==> src/design/cabe_consts.vh <==
// Constants for the core execution unit: opcodes, flag positions, cycle counts
`ifndef CABE_CONSTS_VH
`define CABE_CONSTS_VH

// ----------------------------------------
// Widths
// ----------------------------------------
`define CABE_OP_W 6
`define CABE_PC_W 16
`define CABE_OFS_W 12

// ----------------------------------------
// Operation codes from the decode stage
// ----------------------------------------
`define CABE_OP_ADD 6'h00
`define CABE_OP_ADD_CARRY 6'h01
`define CABE_OP_WORD_IMMEDIATE_ADD 6'h02
`define CABE_OP_SUB 6'h03
`define CABE_OP_SUB_CONST 6'h04
`define CABE_OP_SUB_CARRY 6'h05
`define CABE_OP_SUB_CARRY_CONST 6'h06
`define CABE_OP_WORD_IMMEDIATE_SUBTRACT 6'h07
`define CABE_OP_AND 6'h08
`define CABE_OP_AND_CONST 6'h09
`define CABE_OP_OR 6'h0A
`define CABE_OP_OR_CONST 6'h0B
`define CABE_OP_XOR 6'h0C
`define CABE_OP_ONES_COMP 6'h0D
`define CABE_OP_TWOS_COMP 6'h0E
`define CABE_OP_MASK_SET_BITS 6'h0F
`define CABE_OP_MASK_CLEAR_BITS 6'h10
`define CABE_OP_INC 6'h11
`define CABE_OP_DEC 6'h12
`define CABE_OP_TEST 6'h13
`define CABE_OP_CLEAR_REG 6'h14
`define CABE_OP_SET_REG 6'h15
`define CABE_OP_RELATIVE_JUMP 6'h16
`define CABE_OP_POINTER_JUMP 6'h17
`define CABE_OP_RELATIVE_CALL 6'h18
`define CABE_OP_POINTER_CALL 6'h19
`define CABE_OP_COMPARE_SKIP_EQUAL 6'h1A
`define CABE_OP_COMPARE 6'h1B
`define CABE_OP_COMPARE_CARRY 6'h1C
`define CABE_OP_COMPARE_CONST 6'h1D
`define CABE_OP_SKIP_REG_BIT_CLEAR 6'h1E
`define CABE_OP_SKIP_REG_BIT_SET 6'h1F
`define CABE_OP_SKIP_IO_BIT_CLEAR 6'h20
`define CABE_OP_SKIP_IO_BIT_SET 6'h21
`define CABE_OP_BRANCH_FLAG_SET 6'h22
`define CABE_OP_BRANCH_FLAG_CLEAR 6'h23

// ----------------------------------------
// Status flag bit positions
// ----------------------------------------
`define CABE_FLAG_C 0
`define CABE_FLAG_Z 1
`define CABE_FLAG_N 2
`define CABE_FLAG_V 3
`define CABE_FLAG_S 4
`define CABE_FLAG_H 5

// ----------------------------------------
// Data constants and cycle counts
// ----------------------------------------
`define CABE_ALL_ONES 8'hFF
`define CABE_ALL_ZERO 8'h00
`define CABE_MIN_NEG 8'h80
`define CABE_MAX_POS 8'h7F
`define CABE_CYC_ONE 2'h1
`define CABE_CYC_TWO 2'h2
`define CABE_CYC_THREE 2'h3
`define CABE_PC_STEP_ONE 16'h0001
`define CABE_PC_SKIP_ONE 16'h0002
`define CABE_PC_SKIP_TWO 16'h0003

`endif

==> src/design/cabe_exec.v <==
// Arithmetic, logic, flow-change and skip execution unit of the core
`timescale 1ns/1ps
`default_nettype none
`include "cabe_consts.vh"

// Notes on behaviour
// - Add registers, optional carry, ZCNVH, one cycle
// - Word add/subtract immediate, ZCNVS, two cycles
// - Subtract register/constant, optional carry, ZCNVH
// - AND/OR/XOR set ZNV only, carry kept
// - Ones complement ZCNV; twos complement adds H
// - Set bits ORs mask, flags ZNV
// - Clear bits ANDs with 0xFF minus mask
// - Increment/decrement one cycle, ZNV, carry kept
// - Test ANDs with itself, register unchanged
// - Clear gives zero ZNV; set-register flagless
// - Relative jump to PC+k+1, two cycles
// - Pointer jump loads PC from Z, two cycles
// - Relative call saves return, three cycles
// - Pointer call to Z saves return, three
// - Compares set flags only, no write
// - Compare-skip on equal, 1/2/3 cycles
// - Skip on register bit value, 1/2/3
// - Skip on I/O bit value, 1/2/3
// - Flag branch to PC+k+1, 1 or 2
module cabe_exec (
  input wire i_clock,
  input wire i_reset_n,
  input wire i_start,
  input wire [`CABE_OP_W-1:0] i_op,
  input wire [7:0] i_rd,
  input wire [7:0] i_rd_high,
  input wire [7:0] i_rr,
  input wire [7:0] i_imm,
  input wire [2:0] i_bit_sel,
  input wire [7:0] i_io_reg,
  input wire [7:0] i_sreg,
  input wire [`CABE_PC_W-1:0] i_pc,
  input wire [`CABE_PC_W-1:0] i_z_ptr,
  input wire [`CABE_OFS_W-1:0] i_offset,
  input wire i_next_two_word,
  output reg [7:0] o_result_q,
  output reg [7:0] o_result_high_q,
  output reg o_result_we_q,
  output reg o_word_we_q,
  output reg [7:0] o_sreg_q,
  output reg o_sreg_we_q,
  output reg [`CABE_PC_W-1:0] o_pc_q,
  output reg o_pc_we_q,
  output reg [`CABE_PC_W-1:0] o_return_addr_q,
  output reg o_push_q,
  output reg o_busy_q,
  output reg o_done_q
);

  // ----------------------------------------
  // Decode helpers
  // ----------------------------------------

  // Operations that take the immediate instead of the second register
  function uses_const;
    input [`CABE_OP_W-1:0] op;
    begin
      uses_const = (op == `CABE_OP_SUB_CONST) || (op == `CABE_OP_SUB_CARRY_CONST) ||
                   (op == `CABE_OP_AND_CONST) || (op == `CABE_OP_OR_CONST) ||
                   (op == `CABE_OP_MASK_SET_BITS) || (op == `CABE_OP_MASK_CLEAR_BITS) ||
                   (op == `CABE_OP_COMPARE_CONST);
    end
  endfunction

  // Operations that fold in the incoming carry
  function uses_carry;
    input [`CABE_OP_W-1:0] op;
    begin
      uses_carry = (op == `CABE_OP_ADD_CARRY) || (op == `CABE_OP_SUB_CARRY) ||
                   (op == `CABE_OP_SUB_CARRY_CONST) || (op == `CABE_OP_COMPARE_CARRY);
    end
  endfunction

  // Half carry, overflow and carry of an 8-bit addition, as {h, v, c}
  function [2:0] add_flags;
    input [7:0] a;
    input [7:0] b;
    input [7:0] r;
    begin
      add_flags[2] = (a[3] & b[3]) | (b[3] & ~r[3]) | (~r[3] & a[3]);
      add_flags[1] = (a[7] & b[7] & ~r[7]) | (~a[7] & ~b[7] & r[7]);
      add_flags[0] = (a[7] & b[7]) | (b[7] & ~r[7]) | (~r[7] & a[7]);
    end
  endfunction

  // Half borrow, overflow and borrow of an 8-bit subtraction, as {h, v, c}
  function [2:0] sub_flags;
    input [7:0] a;
    input [7:0] b;
    input [7:0] r;
    begin
      sub_flags[2] = (~a[3] & b[3]) | (b[3] & r[3]) | (r[3] & ~a[3]);
      sub_flags[1] = (a[7] & ~b[7] & ~r[7]) | (~a[7] & b[7] & r[7]);
      sub_flags[0] = (~a[7] & b[7]) | (b[7] & r[7]) | (r[7] & ~a[7]);
    end
  endfunction

  // ----------------------------------------
  // Registers
  // ----------------------------------------
  reg [1:0] cnt_q;
  wire [1:0] cnt_d;
  reg [4:0] pend_q;

  reg [7:0] res_d;
  reg [7:0] res_high_d;
  reg [7:0] sreg_d;
  reg [`CABE_PC_W-1:0] pc_d;
  reg wr_d, word_d, sreg_wr_d, pc_wr_d, push_d;
  reg [1:0] cyc_d;

  reg [7:0] opb;
  reg cin;
  reg [7:0] sum;
  reg [7:0] dif;
  reg [15:0] wsum;
  reg [15:0] wdif;
  reg [2:0] hvc;
  reg skip;
  reg [`CABE_PC_W-1:0] rel_pc;
  reg [`CABE_PC_W-1:0] skip_pc;

  // ----------------------------------------
  // Execution datapath
  // ----------------------------------------

  // Computes result, new flags, new PC and the cycle cost of one operation
  always @*
  begin
    opb = uses_const(i_op) ? i_imm : i_rr;
    cin = uses_carry(i_op) ? i_sreg[`CABE_FLAG_C] : 1'b0;
    sum = i_rd + opb + {7'h00, cin};
    dif = i_rd - opb - {7'h00, cin};
    wsum = {i_rd_high, i_rd} + {8'h00, i_imm};
    wdif = {i_rd_high, i_rd} - {8'h00, i_imm};
    rel_pc = i_pc + {{4{i_offset[`CABE_OFS_W-1]}}, i_offset} + `CABE_PC_STEP_ONE;
    skip_pc = i_pc + (i_next_two_word ? `CABE_PC_SKIP_TWO : `CABE_PC_SKIP_ONE);
    hvc = 3'h0;
    skip = 1'b0;
    res_d = i_rd;
    res_high_d = i_rd_high;
    sreg_d = i_sreg;
    pc_d = i_pc;
    wr_d = 1'b0;
    word_d = 1'b0;
    sreg_wr_d = 1'b0;
    pc_wr_d = 1'b0;
    push_d = 1'b0;
    cyc_d = `CABE_CYC_ONE;
    case (i_op)
      `CABE_OP_ADD, `CABE_OP_ADD_CARRY:
      begin
        res_d = sum;
        hvc = add_flags(i_rd, opb, sum);
        wr_d = 1'b1;
        sreg_wr_d = 1'b1;
        sreg_d[`CABE_FLAG_H] = hvc[2];
        sreg_d[`CABE_FLAG_V] = hvc[1];
        sreg_d[`CABE_FLAG_C] = hvc[0];
        sreg_d[`CABE_FLAG_N] = sum[7];
        sreg_d[`CABE_FLAG_Z] = (sum == `CABE_ALL_ZERO);
      end
      `CABE_OP_SUB, `CABE_OP_SUB_CONST, `CABE_OP_SUB_CARRY, `CABE_OP_SUB_CARRY_CONST,
      `CABE_OP_COMPARE, `CABE_OP_COMPARE_CARRY, `CABE_OP_COMPARE_CONST:
      begin
        res_d = dif;
        hvc = sub_flags(i_rd, opb, dif);
        // Compares only update flags
        wr_d = (i_op != `CABE_OP_COMPARE) && (i_op != `CABE_OP_COMPARE_CARRY) &&
               (i_op != `CABE_OP_COMPARE_CONST);
        sreg_wr_d = 1'b1;
        sreg_d[`CABE_FLAG_H] = hvc[2];
        sreg_d[`CABE_FLAG_V] = hvc[1];
        sreg_d[`CABE_FLAG_C] = hvc[0];
        sreg_d[`CABE_FLAG_N] = dif[7];
        // Carry forms keep zero only if the earlier bytes were zero too
        sreg_d[`CABE_FLAG_Z] = (dif == `CABE_ALL_ZERO) &
                               (~uses_carry(i_op) | i_sreg[`CABE_FLAG_Z]);
      end
      `CABE_OP_WORD_IMMEDIATE_ADD, `CABE_OP_WORD_IMMEDIATE_SUBTRACT:
      begin
        // Pair is treated as one 16-bit word
        if (i_op == `CABE_OP_WORD_IMMEDIATE_ADD)
        begin
          {res_high_d, res_d} = wsum;
          sreg_d[`CABE_FLAG_V] = ~i_rd_high[7] & wsum[15];
          sreg_d[`CABE_FLAG_C] = ~wsum[15] & i_rd_high[7];
        end
        else
        begin
          {res_high_d, res_d} = wdif;
          sreg_d[`CABE_FLAG_V] = i_rd_high[7] & ~wdif[15];
          sreg_d[`CABE_FLAG_C] = wdif[15] & ~i_rd_high[7];
        end
        sreg_d[`CABE_FLAG_N] = res_high_d[7];
        sreg_d[`CABE_FLAG_Z] = ({res_high_d, res_d} == 16'h0000);
        sreg_d[`CABE_FLAG_S] = sreg_d[`CABE_FLAG_N] ^ sreg_d[`CABE_FLAG_V];
        wr_d = 1'b1;
        word_d = 1'b1;
        sreg_wr_d = 1'b1;
        cyc_d = `CABE_CYC_TWO;
      end
      `CABE_OP_AND, `CABE_OP_AND_CONST, `CABE_OP_OR, `CABE_OP_OR_CONST, `CABE_OP_XOR,
      `CABE_OP_MASK_SET_BITS, `CABE_OP_MASK_CLEAR_BITS, `CABE_OP_TEST, `CABE_OP_CLEAR_REG:
      begin
        case (i_op)
          `CABE_OP_AND, `CABE_OP_AND_CONST: res_d = i_rd & opb;
          `CABE_OP_OR, `CABE_OP_OR_CONST: res_d = i_rd | opb;
          `CABE_OP_XOR: res_d = i_rd ^ opb;
          `CABE_OP_MASK_SET_BITS: res_d = i_rd | opb;
          `CABE_OP_MASK_CLEAR_BITS: res_d = i_rd & (`CABE_ALL_ONES - opb);
          `CABE_OP_CLEAR_REG: res_d = i_rd ^ i_rd;
          default: res_d = i_rd & i_rd;
        endcase
        // Test leaves the register as it was
        wr_d = (i_op != `CABE_OP_TEST);
        sreg_wr_d = 1'b1;
        sreg_d[`CABE_FLAG_V] = 1'b0;
        sreg_d[`CABE_FLAG_N] = res_d[7];
        sreg_d[`CABE_FLAG_Z] = (res_d == `CABE_ALL_ZERO);
      end
      `CABE_OP_ONES_COMP:
      begin
        res_d = `CABE_ALL_ONES - i_rd;
        wr_d = 1'b1;
        sreg_wr_d = 1'b1;
        sreg_d[`CABE_FLAG_C] = 1'b1;
        sreg_d[`CABE_FLAG_V] = 1'b0;
        sreg_d[`CABE_FLAG_N] = res_d[7];
        sreg_d[`CABE_FLAG_Z] = (res_d == `CABE_ALL_ZERO);
      end
      `CABE_OP_TWOS_COMP:
      begin
        res_d = `CABE_ALL_ZERO - i_rd;
        wr_d = 1'b1;
        sreg_wr_d = 1'b1;
        sreg_d[`CABE_FLAG_H] = res_d[3] | i_rd[3];
        sreg_d[`CABE_FLAG_C] = (res_d != `CABE_ALL_ZERO);
        sreg_d[`CABE_FLAG_V] = (res_d == `CABE_MIN_NEG);
        sreg_d[`CABE_FLAG_N] = res_d[7];
        sreg_d[`CABE_FLAG_Z] = (res_d == `CABE_ALL_ZERO);
      end
      `CABE_OP_INC, `CABE_OP_DEC:
      begin
        // Carry is left alone so multi-byte loops can chain it
        res_d = (i_op == `CABE_OP_INC) ? i_rd + 8'h01 : i_rd - 8'h01;
        wr_d = 1'b1;
        sreg_wr_d = 1'b1;
        sreg_d[`CABE_FLAG_V] = (i_op == `CABE_OP_INC) ? (res_d == `CABE_MIN_NEG) :
                               (res_d == `CABE_MAX_POS);
        sreg_d[`CABE_FLAG_N] = res_d[7];
        sreg_d[`CABE_FLAG_Z] = (res_d == `CABE_ALL_ZERO);
      end
      `CABE_OP_SET_REG:
      begin
        res_d = `CABE_ALL_ONES;
        wr_d = 1'b1;
      end
      `CABE_OP_RELATIVE_JUMP, `CABE_OP_RELATIVE_CALL:
      begin
        pc_d = rel_pc;
        pc_wr_d = 1'b1;
        push_d = (i_op == `CABE_OP_RELATIVE_CALL);
        cyc_d = push_d ? `CABE_CYC_THREE : `CABE_CYC_TWO;
      end
      `CABE_OP_POINTER_JUMP, `CABE_OP_POINTER_CALL:
      begin
        pc_d = i_z_ptr;
        pc_wr_d = 1'b1;
        push_d = (i_op == `CABE_OP_POINTER_CALL);
        cyc_d = push_d ? `CABE_CYC_THREE : `CABE_CYC_TWO;
      end
      `CABE_OP_COMPARE_SKIP_EQUAL, `CABE_OP_SKIP_REG_BIT_CLEAR, `CABE_OP_SKIP_REG_BIT_SET,
      `CABE_OP_SKIP_IO_BIT_CLEAR, `CABE_OP_SKIP_IO_BIT_SET:
      begin
        case (i_op)
          `CABE_OP_COMPARE_SKIP_EQUAL: skip = (i_rd == i_rr);
          `CABE_OP_SKIP_REG_BIT_CLEAR: skip = ~i_rr[i_bit_sel];
          `CABE_OP_SKIP_REG_BIT_SET: skip = i_rr[i_bit_sel];
          `CABE_OP_SKIP_IO_BIT_CLEAR: skip = ~i_io_reg[i_bit_sel];
          default: skip = i_io_reg[i_bit_sel];
        endcase
        pc_d = skip_pc;
        pc_wr_d = skip;
        cyc_d = skip ? (i_next_two_word ? `CABE_CYC_THREE : `CABE_CYC_TWO) : `CABE_CYC_ONE;
      end
      `CABE_OP_BRANCH_FLAG_SET, `CABE_OP_BRANCH_FLAG_CLEAR:
      begin
        skip = (i_op == `CABE_OP_BRANCH_FLAG_SET) ? i_sreg[i_bit_sel] : ~i_sreg[i_bit_sel];
        pc_d = rel_pc;
        pc_wr_d = skip;
        cyc_d = skip ? `CABE_CYC_TWO : `CABE_CYC_ONE;
      end
      default: cyc_d = `CABE_CYC_ONE; // Unknown codes finish with no strobes
    endcase
  end

  // ----------------------------------------
  // Cycle sequencing
  // ----------------------------------------

  // Remaining-cycle count: loads only when idle, runs down to the finishing edge
  assign cnt_d = (cnt_q != 2'h0) ? (cnt_q - 2'h1) : (i_start ? (cyc_d - 2'h1) : 2'h0);

  // Latches the outcome at acceptance; strobes write enables on the last cycle
  always @(posedge i_clock)
  begin
    if (!i_reset_n)
    begin
      cnt_q <= 2'h0;
      pend_q <= 5'h00;
      o_result_q <= 8'h00;
      o_result_high_q <= 8'h00;
      o_sreg_q <= 8'h00;
      o_pc_q <= 16'h0000;
      o_return_addr_q <= 16'h0000;
      o_result_we_q <= 1'b0;
      o_word_we_q <= 1'b0;
      o_sreg_we_q <= 1'b0;
      o_pc_we_q <= 1'b0;
      o_push_q <= 1'b0;
      o_busy_q <= 1'b0;
      o_done_q <= 1'b0;
    end
    else
    begin
      cnt_q <= cnt_d;
      o_busy_q <= (cnt_d != 2'h0);
      // Strobes last exactly one cycle unless raised again below
      {o_push_q, o_pc_we_q, o_sreg_we_q, o_word_we_q, o_result_we_q} <= 5'h00;
      o_done_q <= 1'b0;
      if (cnt_q == 2'h1)
      begin
        // Final cycle of a multi-cycle operation
        {o_push_q, o_pc_we_q, o_sreg_we_q, o_word_we_q, o_result_we_q} <= pend_q;
        o_done_q <= 1'b1;
      end
      else if ((cnt_q == 2'h0) && i_start)
      begin
        o_result_q <= res_d;
        o_result_high_q <= res_high_d;
        o_sreg_q <= sreg_d;
        o_pc_q <= pc_d;
        o_return_addr_q <= i_pc + `CABE_PC_STEP_ONE;
        pend_q <= {push_d, pc_wr_d, sreg_wr_d, word_d, wr_d};
        if (cyc_d == `CABE_CYC_ONE)
        begin
          {o_push_q, o_pc_we_q, o_sreg_we_q, o_word_we_q, o_result_we_q} <=
            {push_d, pc_wr_d, sreg_wr_d, word_d, wr_d};
          o_done_q <= 1'b1;
        end
      end
    end
  end

endmodule // cabe_exec
`default_nettype wire

==> config.mk <==
export PLATFORM = sky130hd
export DESIGN_NAME = cabe_exec
export DESIGN_NICKNAME = d
export VERILOG_FILES = /design/src/design/cabe_exec.v
export VERILOG_INCLUDE_DIRS = /design/src /design/src/design
export SDC_FILE = /design/constraint.sdc
export NUM_CORES = 1
export LEC_CHECK = 0
export BUFFER_PORTS_ARGS = -buffer_cell sky130_fd_sc_hd__buf_2
export CAP_MARGIN = 5
export CORE_MARGIN = 5
export CORE_UTILIZATION = 46
export DETAILED_ROUTE_END_ITERATION = 8
export PLACE_DENSITY_LB_ADDON = 0.12
export REMOVE_ABC_BUFFERS = 1
export SYNTH_ARGS = -nofsm -noshare
export SYNTH_HDL_FRONTEND = slang
export SYNTH_SLANG_ARGS = --single-unit
==> constraint.sdc <==
create_clock -name i_clock -period 7.6 [get_ports i_clock]
set_input_delay 0.76 -clock i_clock [delete_from_list [all_inputs] [get_ports i_clock]]
set_output_delay 0.76 -clock i_clock [all_outputs]
set_load 0.01 [all_outputs]
==> impl_metrics.ini <==
[outcome]
run_status = completed

[worst_setup_path]
worst_path_largest_cell_delay_ns = 0.59
worst-setup-path-type = input port to flip-flop
crit_chain = buf_2 -> or4b_4 -> a21oi_2 -> o31a_1 -> mux2i_1 -> inv_1 -> ha_1 -> a21oi_1 -> o21bai_1 -> a221o_1 -> a21oi_1 -> o21bai_1 -> fa_1 -> or4_1 -> nor4_1 -> a31oi_1 -> o31a_1 -> o211a_1 -> a21oi_1
crit_path_end = o_sreg_q[1]$_SDFFE_PN0P_
worst_path_most_repeated_cell = a21oi_1
timing.critical_path.depth = 19
worst_setup_path_start_kind = input port
cp_data_required_time_ns = 7.88
ff2ff_path_depth = 8
crit_start = i_op[3]
worstReg2RegStart = cnt_q[0]$_SDFF_PN0_
worst_setup_path_end_kind = flip-flop
critical_path_buf_inv_count = 2
r2r-end = o_sreg_q[1]$_SDFFE_PN0P_
cpLargestDelayFamily = compound AO/OA/AOI/OAI gates
worst_ep_arrival_time_ns = 5.78
slowest_stage = or4b_4
regToRegSetupSlack_ns = 5.18
worst-path-max-fanout = 20

[logic_synthesis]
synth_top_area_share_pct = 16.62
ys_types = 81
synthesis.area_mm2 = 0.008429
synth_async_reset_ratio_pct = 0
synth_warnings = 0
synth_edf_count = 0
ys_ff_latch = 70
synthesis.instances = 1135
synth_area_per_cell_um2 = 7.427
post-synth-top-area-cell = dfxtp_1
ys.flop_type = dfxtp_1
synth.area.top_cells = dfxtp_1, ha_1, xnor2_1, a21oi_1, nor2_1
seq_area_frac_synth_pct = 16.62

[power]
power_leakage_nw = 4.061
power.ir.vdd_worst_mv = 0.1405
power_per_cell_area_mw_per_mm2 = 152.6

[layout]
area_delta_synth_final_pct = 14.74
mostFrequentLayoutCells = buf_2, nor2_1, nand2_1
fin_nets = 1446
layout_cells_sized_above_1_pct = 17.99
layout.filler_cells = 1858
final_common_cell = buf_2

[place]
finalWeightedCongestion = 1.008
dp_hpwl_um = 23990
port_buffers = 167

[drt]
ant_nets = 0
dr.first_iter.drc_count = 751
routedWlPerCell_um = 20.98
route.final.wire_length_um = 31190
route.vias.total = 9194
via_per_inst = 6.183
drt_pass1_iterations = 5
drc_errors = 0

[clock_network]
clk_path_buf_depth = 2
clk_latency_ns = 0.35
cts_post_setup_buffers_inserted = 0
cts_tree = yes
quantity_of_hold_fixing_buffers_added_after_cts = 0
register_clock_pin_slew_on_the_reported_worst_setup_and_hold_paths_ns = 0.06
cts_buffers = 9
cts_root_buffer = clkbuf_16
clkSinkCount = 70
htree_levels = 3
ctsResizeCount = 0

[sta]
finalMaxSlewViolations = 0
clock-skew-final_ns = 0.008786
worstMarginPinSlew_ns = 0.9273
final_min_period_over_clock_period_pct = 72.45
max_slew_margin_pct = 36.58
finalWorstPathRequiredPeriod_ns = 5.506
final.setup.tns_ns = 0
rsz0062_at_grt = no
maxClockFrequency_ghz = 0.1816
finalHoldViolCount = 0
finalHoldWorstSlack_ns = 0.4480
finalSetupViolCount = 0

[floorplan]
die-area_mm2 = 0.02113
die_height_um = 145.4
initial_utilization_pct = 46.77
rows = 49
floorplan.die.width_um = 145.4
num_io_pins = 168
core_mm2 = 0.01802

[grt]
grt_pass1_vias = 8513
grt_max_degree = 77
antenna_found_initial = 2
wire_length_of_the_first_global_routing_pass_um = 48160
grt_usage_pct = 27.98
gr-total-overflow = 0

[run]
max_cap_viol_count = 0

[worst_hold_path]
hold_path_class = flip-flop to flip-flop
power breakdown:
group | switching [mW] | total [mW] | internal (mW)
logic | 0.361 | 0.591 | 0.230
registers | 0.0168 | 0.418 | 0.401
clock network | 0.180 | 0.467 | 0.287
worst min-delay path by stage:
stage,startpoint,end,slack (ns),depth (start not counted)
floorplan,pend_q[0]$_SDFFE_PN0P_,pend_q[0]$_SDFFE_PN0P_,0.44,2
global placement,o_result_q[3]$_SDFFE_PN0P_,o_result_q[3]$_SDFFE_PN0P_,0.44,2
detailed placement,o_result_q[1]$_SDFFE_PN0P_,o_result_q[1]$_SDFFE_PN0P_,0.44,2
CTS,o_sreg_q[6]$_SDFFE_PN0P_,o_sreg_q[6]$_SDFFE_PN0P_,0.45,2
global route,o_result_q[5]$_SDFFE_PN0P_,o_result_q[5]$_SDFFE_PN0P_,0.47,2
finish,o_sreg_q[6]$_SDFFE_PN0P_,o_sreg_q[6]$_SDFFE_PN0P_,0.45,2
worst reg2reg max path, stage by stage (launching register included):
cell,delay [ns]
dfxtp_1,0.34
or3b_2,0.74
buf_4,0.33
a21oi_1,0.19
o311ai_0,0.17
a31oi_1,0.18
o31a_1,0.16
o211a_1,0.15
a21oi_1,0.06
cells by family (layout without fill, tap and decap cells):
logic type	Yosys count	after routing	share of synthesized area, %
mux	29	29	4.408
simple gates	385	385	22.40
flops	70	70	16.62
other cells	0	2	0
fa+ha+maj	90	90	14.16
buf+inv	136	257	6.353
compound gates	357	357	28.99
xor+xnor	68	68	7.065
cell type report:
type | count | area [µm²] | area share (%)
Timing Repair Buffer | 181 | 940.9 | 9.728
Antenna cell | 2 | 5.005 | 0.05175
Sequential cell | 70 | 1401 | 14.49
Inverter | 60 | 225.2 | 2.329
Tap cell | 229 | 286.5 | 2.962
Clock buffer | 10 | 229.0 | 2.367
Clock inverter | 6 | 86.33 | 0.8926
Multi-Input combinational cell | 929 | 6497 | 67.18
synth_stat cells (8+ instances only):
library cell,instances
nor3_1,27
nor2_1,105
nor4_1,11
nor2b_1,16
a31oi_1,15
a21o_1,11
o221ai_1,8
a311oi_1,16
nand4_1,17
dfxtp_1,70
xnor2_1,54
inv_1,59
a21oi_1,87
ha_1,81
xor2_1,14
o211ai_1,12
o21a_1,11
o22ai_1,13
a211oi_1,21
mux2i_1,20
clkbuf_1,64
and3_1,13
fa_1,9
or3_1,19
a32oi_1,9
nand2b_1,11
a221oi_1,14
nand3_1,29
nand2_1,101
o21ai_0,69
flip-flops by register name, indices dropped and copies added (netlist names):
name	cells
o_pc_q	16
o_return_addr_q	16
o_result_high_q	8
o_result_q	8
o_sreg_q	8
pend_q	5
cnt_q	2
o_busy_q	1
o_done_q	1
o_pc_we_q	1
o_push_q	1
o_result_we_q	1
o_sreg_we_q	1
o_word_we_q	1
through the flow:
| step | setup WS, ns | instances | utilization [%] | total power, mW | cell area (µm²) |
|---|---|---|---|---|---|
| 3_3_place_gp | 1.849 | 1469 | 51.88 | 1.009 | 9351 |
| 4_1_cts | 2.048 | 1485 | 53.63 | 1.474 | 9667 |
| 6_report | 2.094 | 1487 | 53.66 | 1.476 | 9672 |
| 5_1_grt | 1.754 | 1486 | 53.64 | 1.558 | 9669 |
| 3_5_place_dp | 1.695 | 1469 | 51.88 | 1.007 | 9351 |
| 2_1_floorplan | 1.017 | 1059 | - | 0.7971 | 8119 |
per-layer routing:
layer | vias to the layer above | global-route usage (%) | share of wire [%]
met5 | - | 0 | 0.022
met4 | 2 | 7.183 | 2.2
met3 | 58 | 6.011 | 8.8
met2 | 397 | 44.12 | 45
met1 | 4293 | 38.98 | 44
li1 | 4444 | - | -
Note: power is estimated with default switching activity, not from simulation.
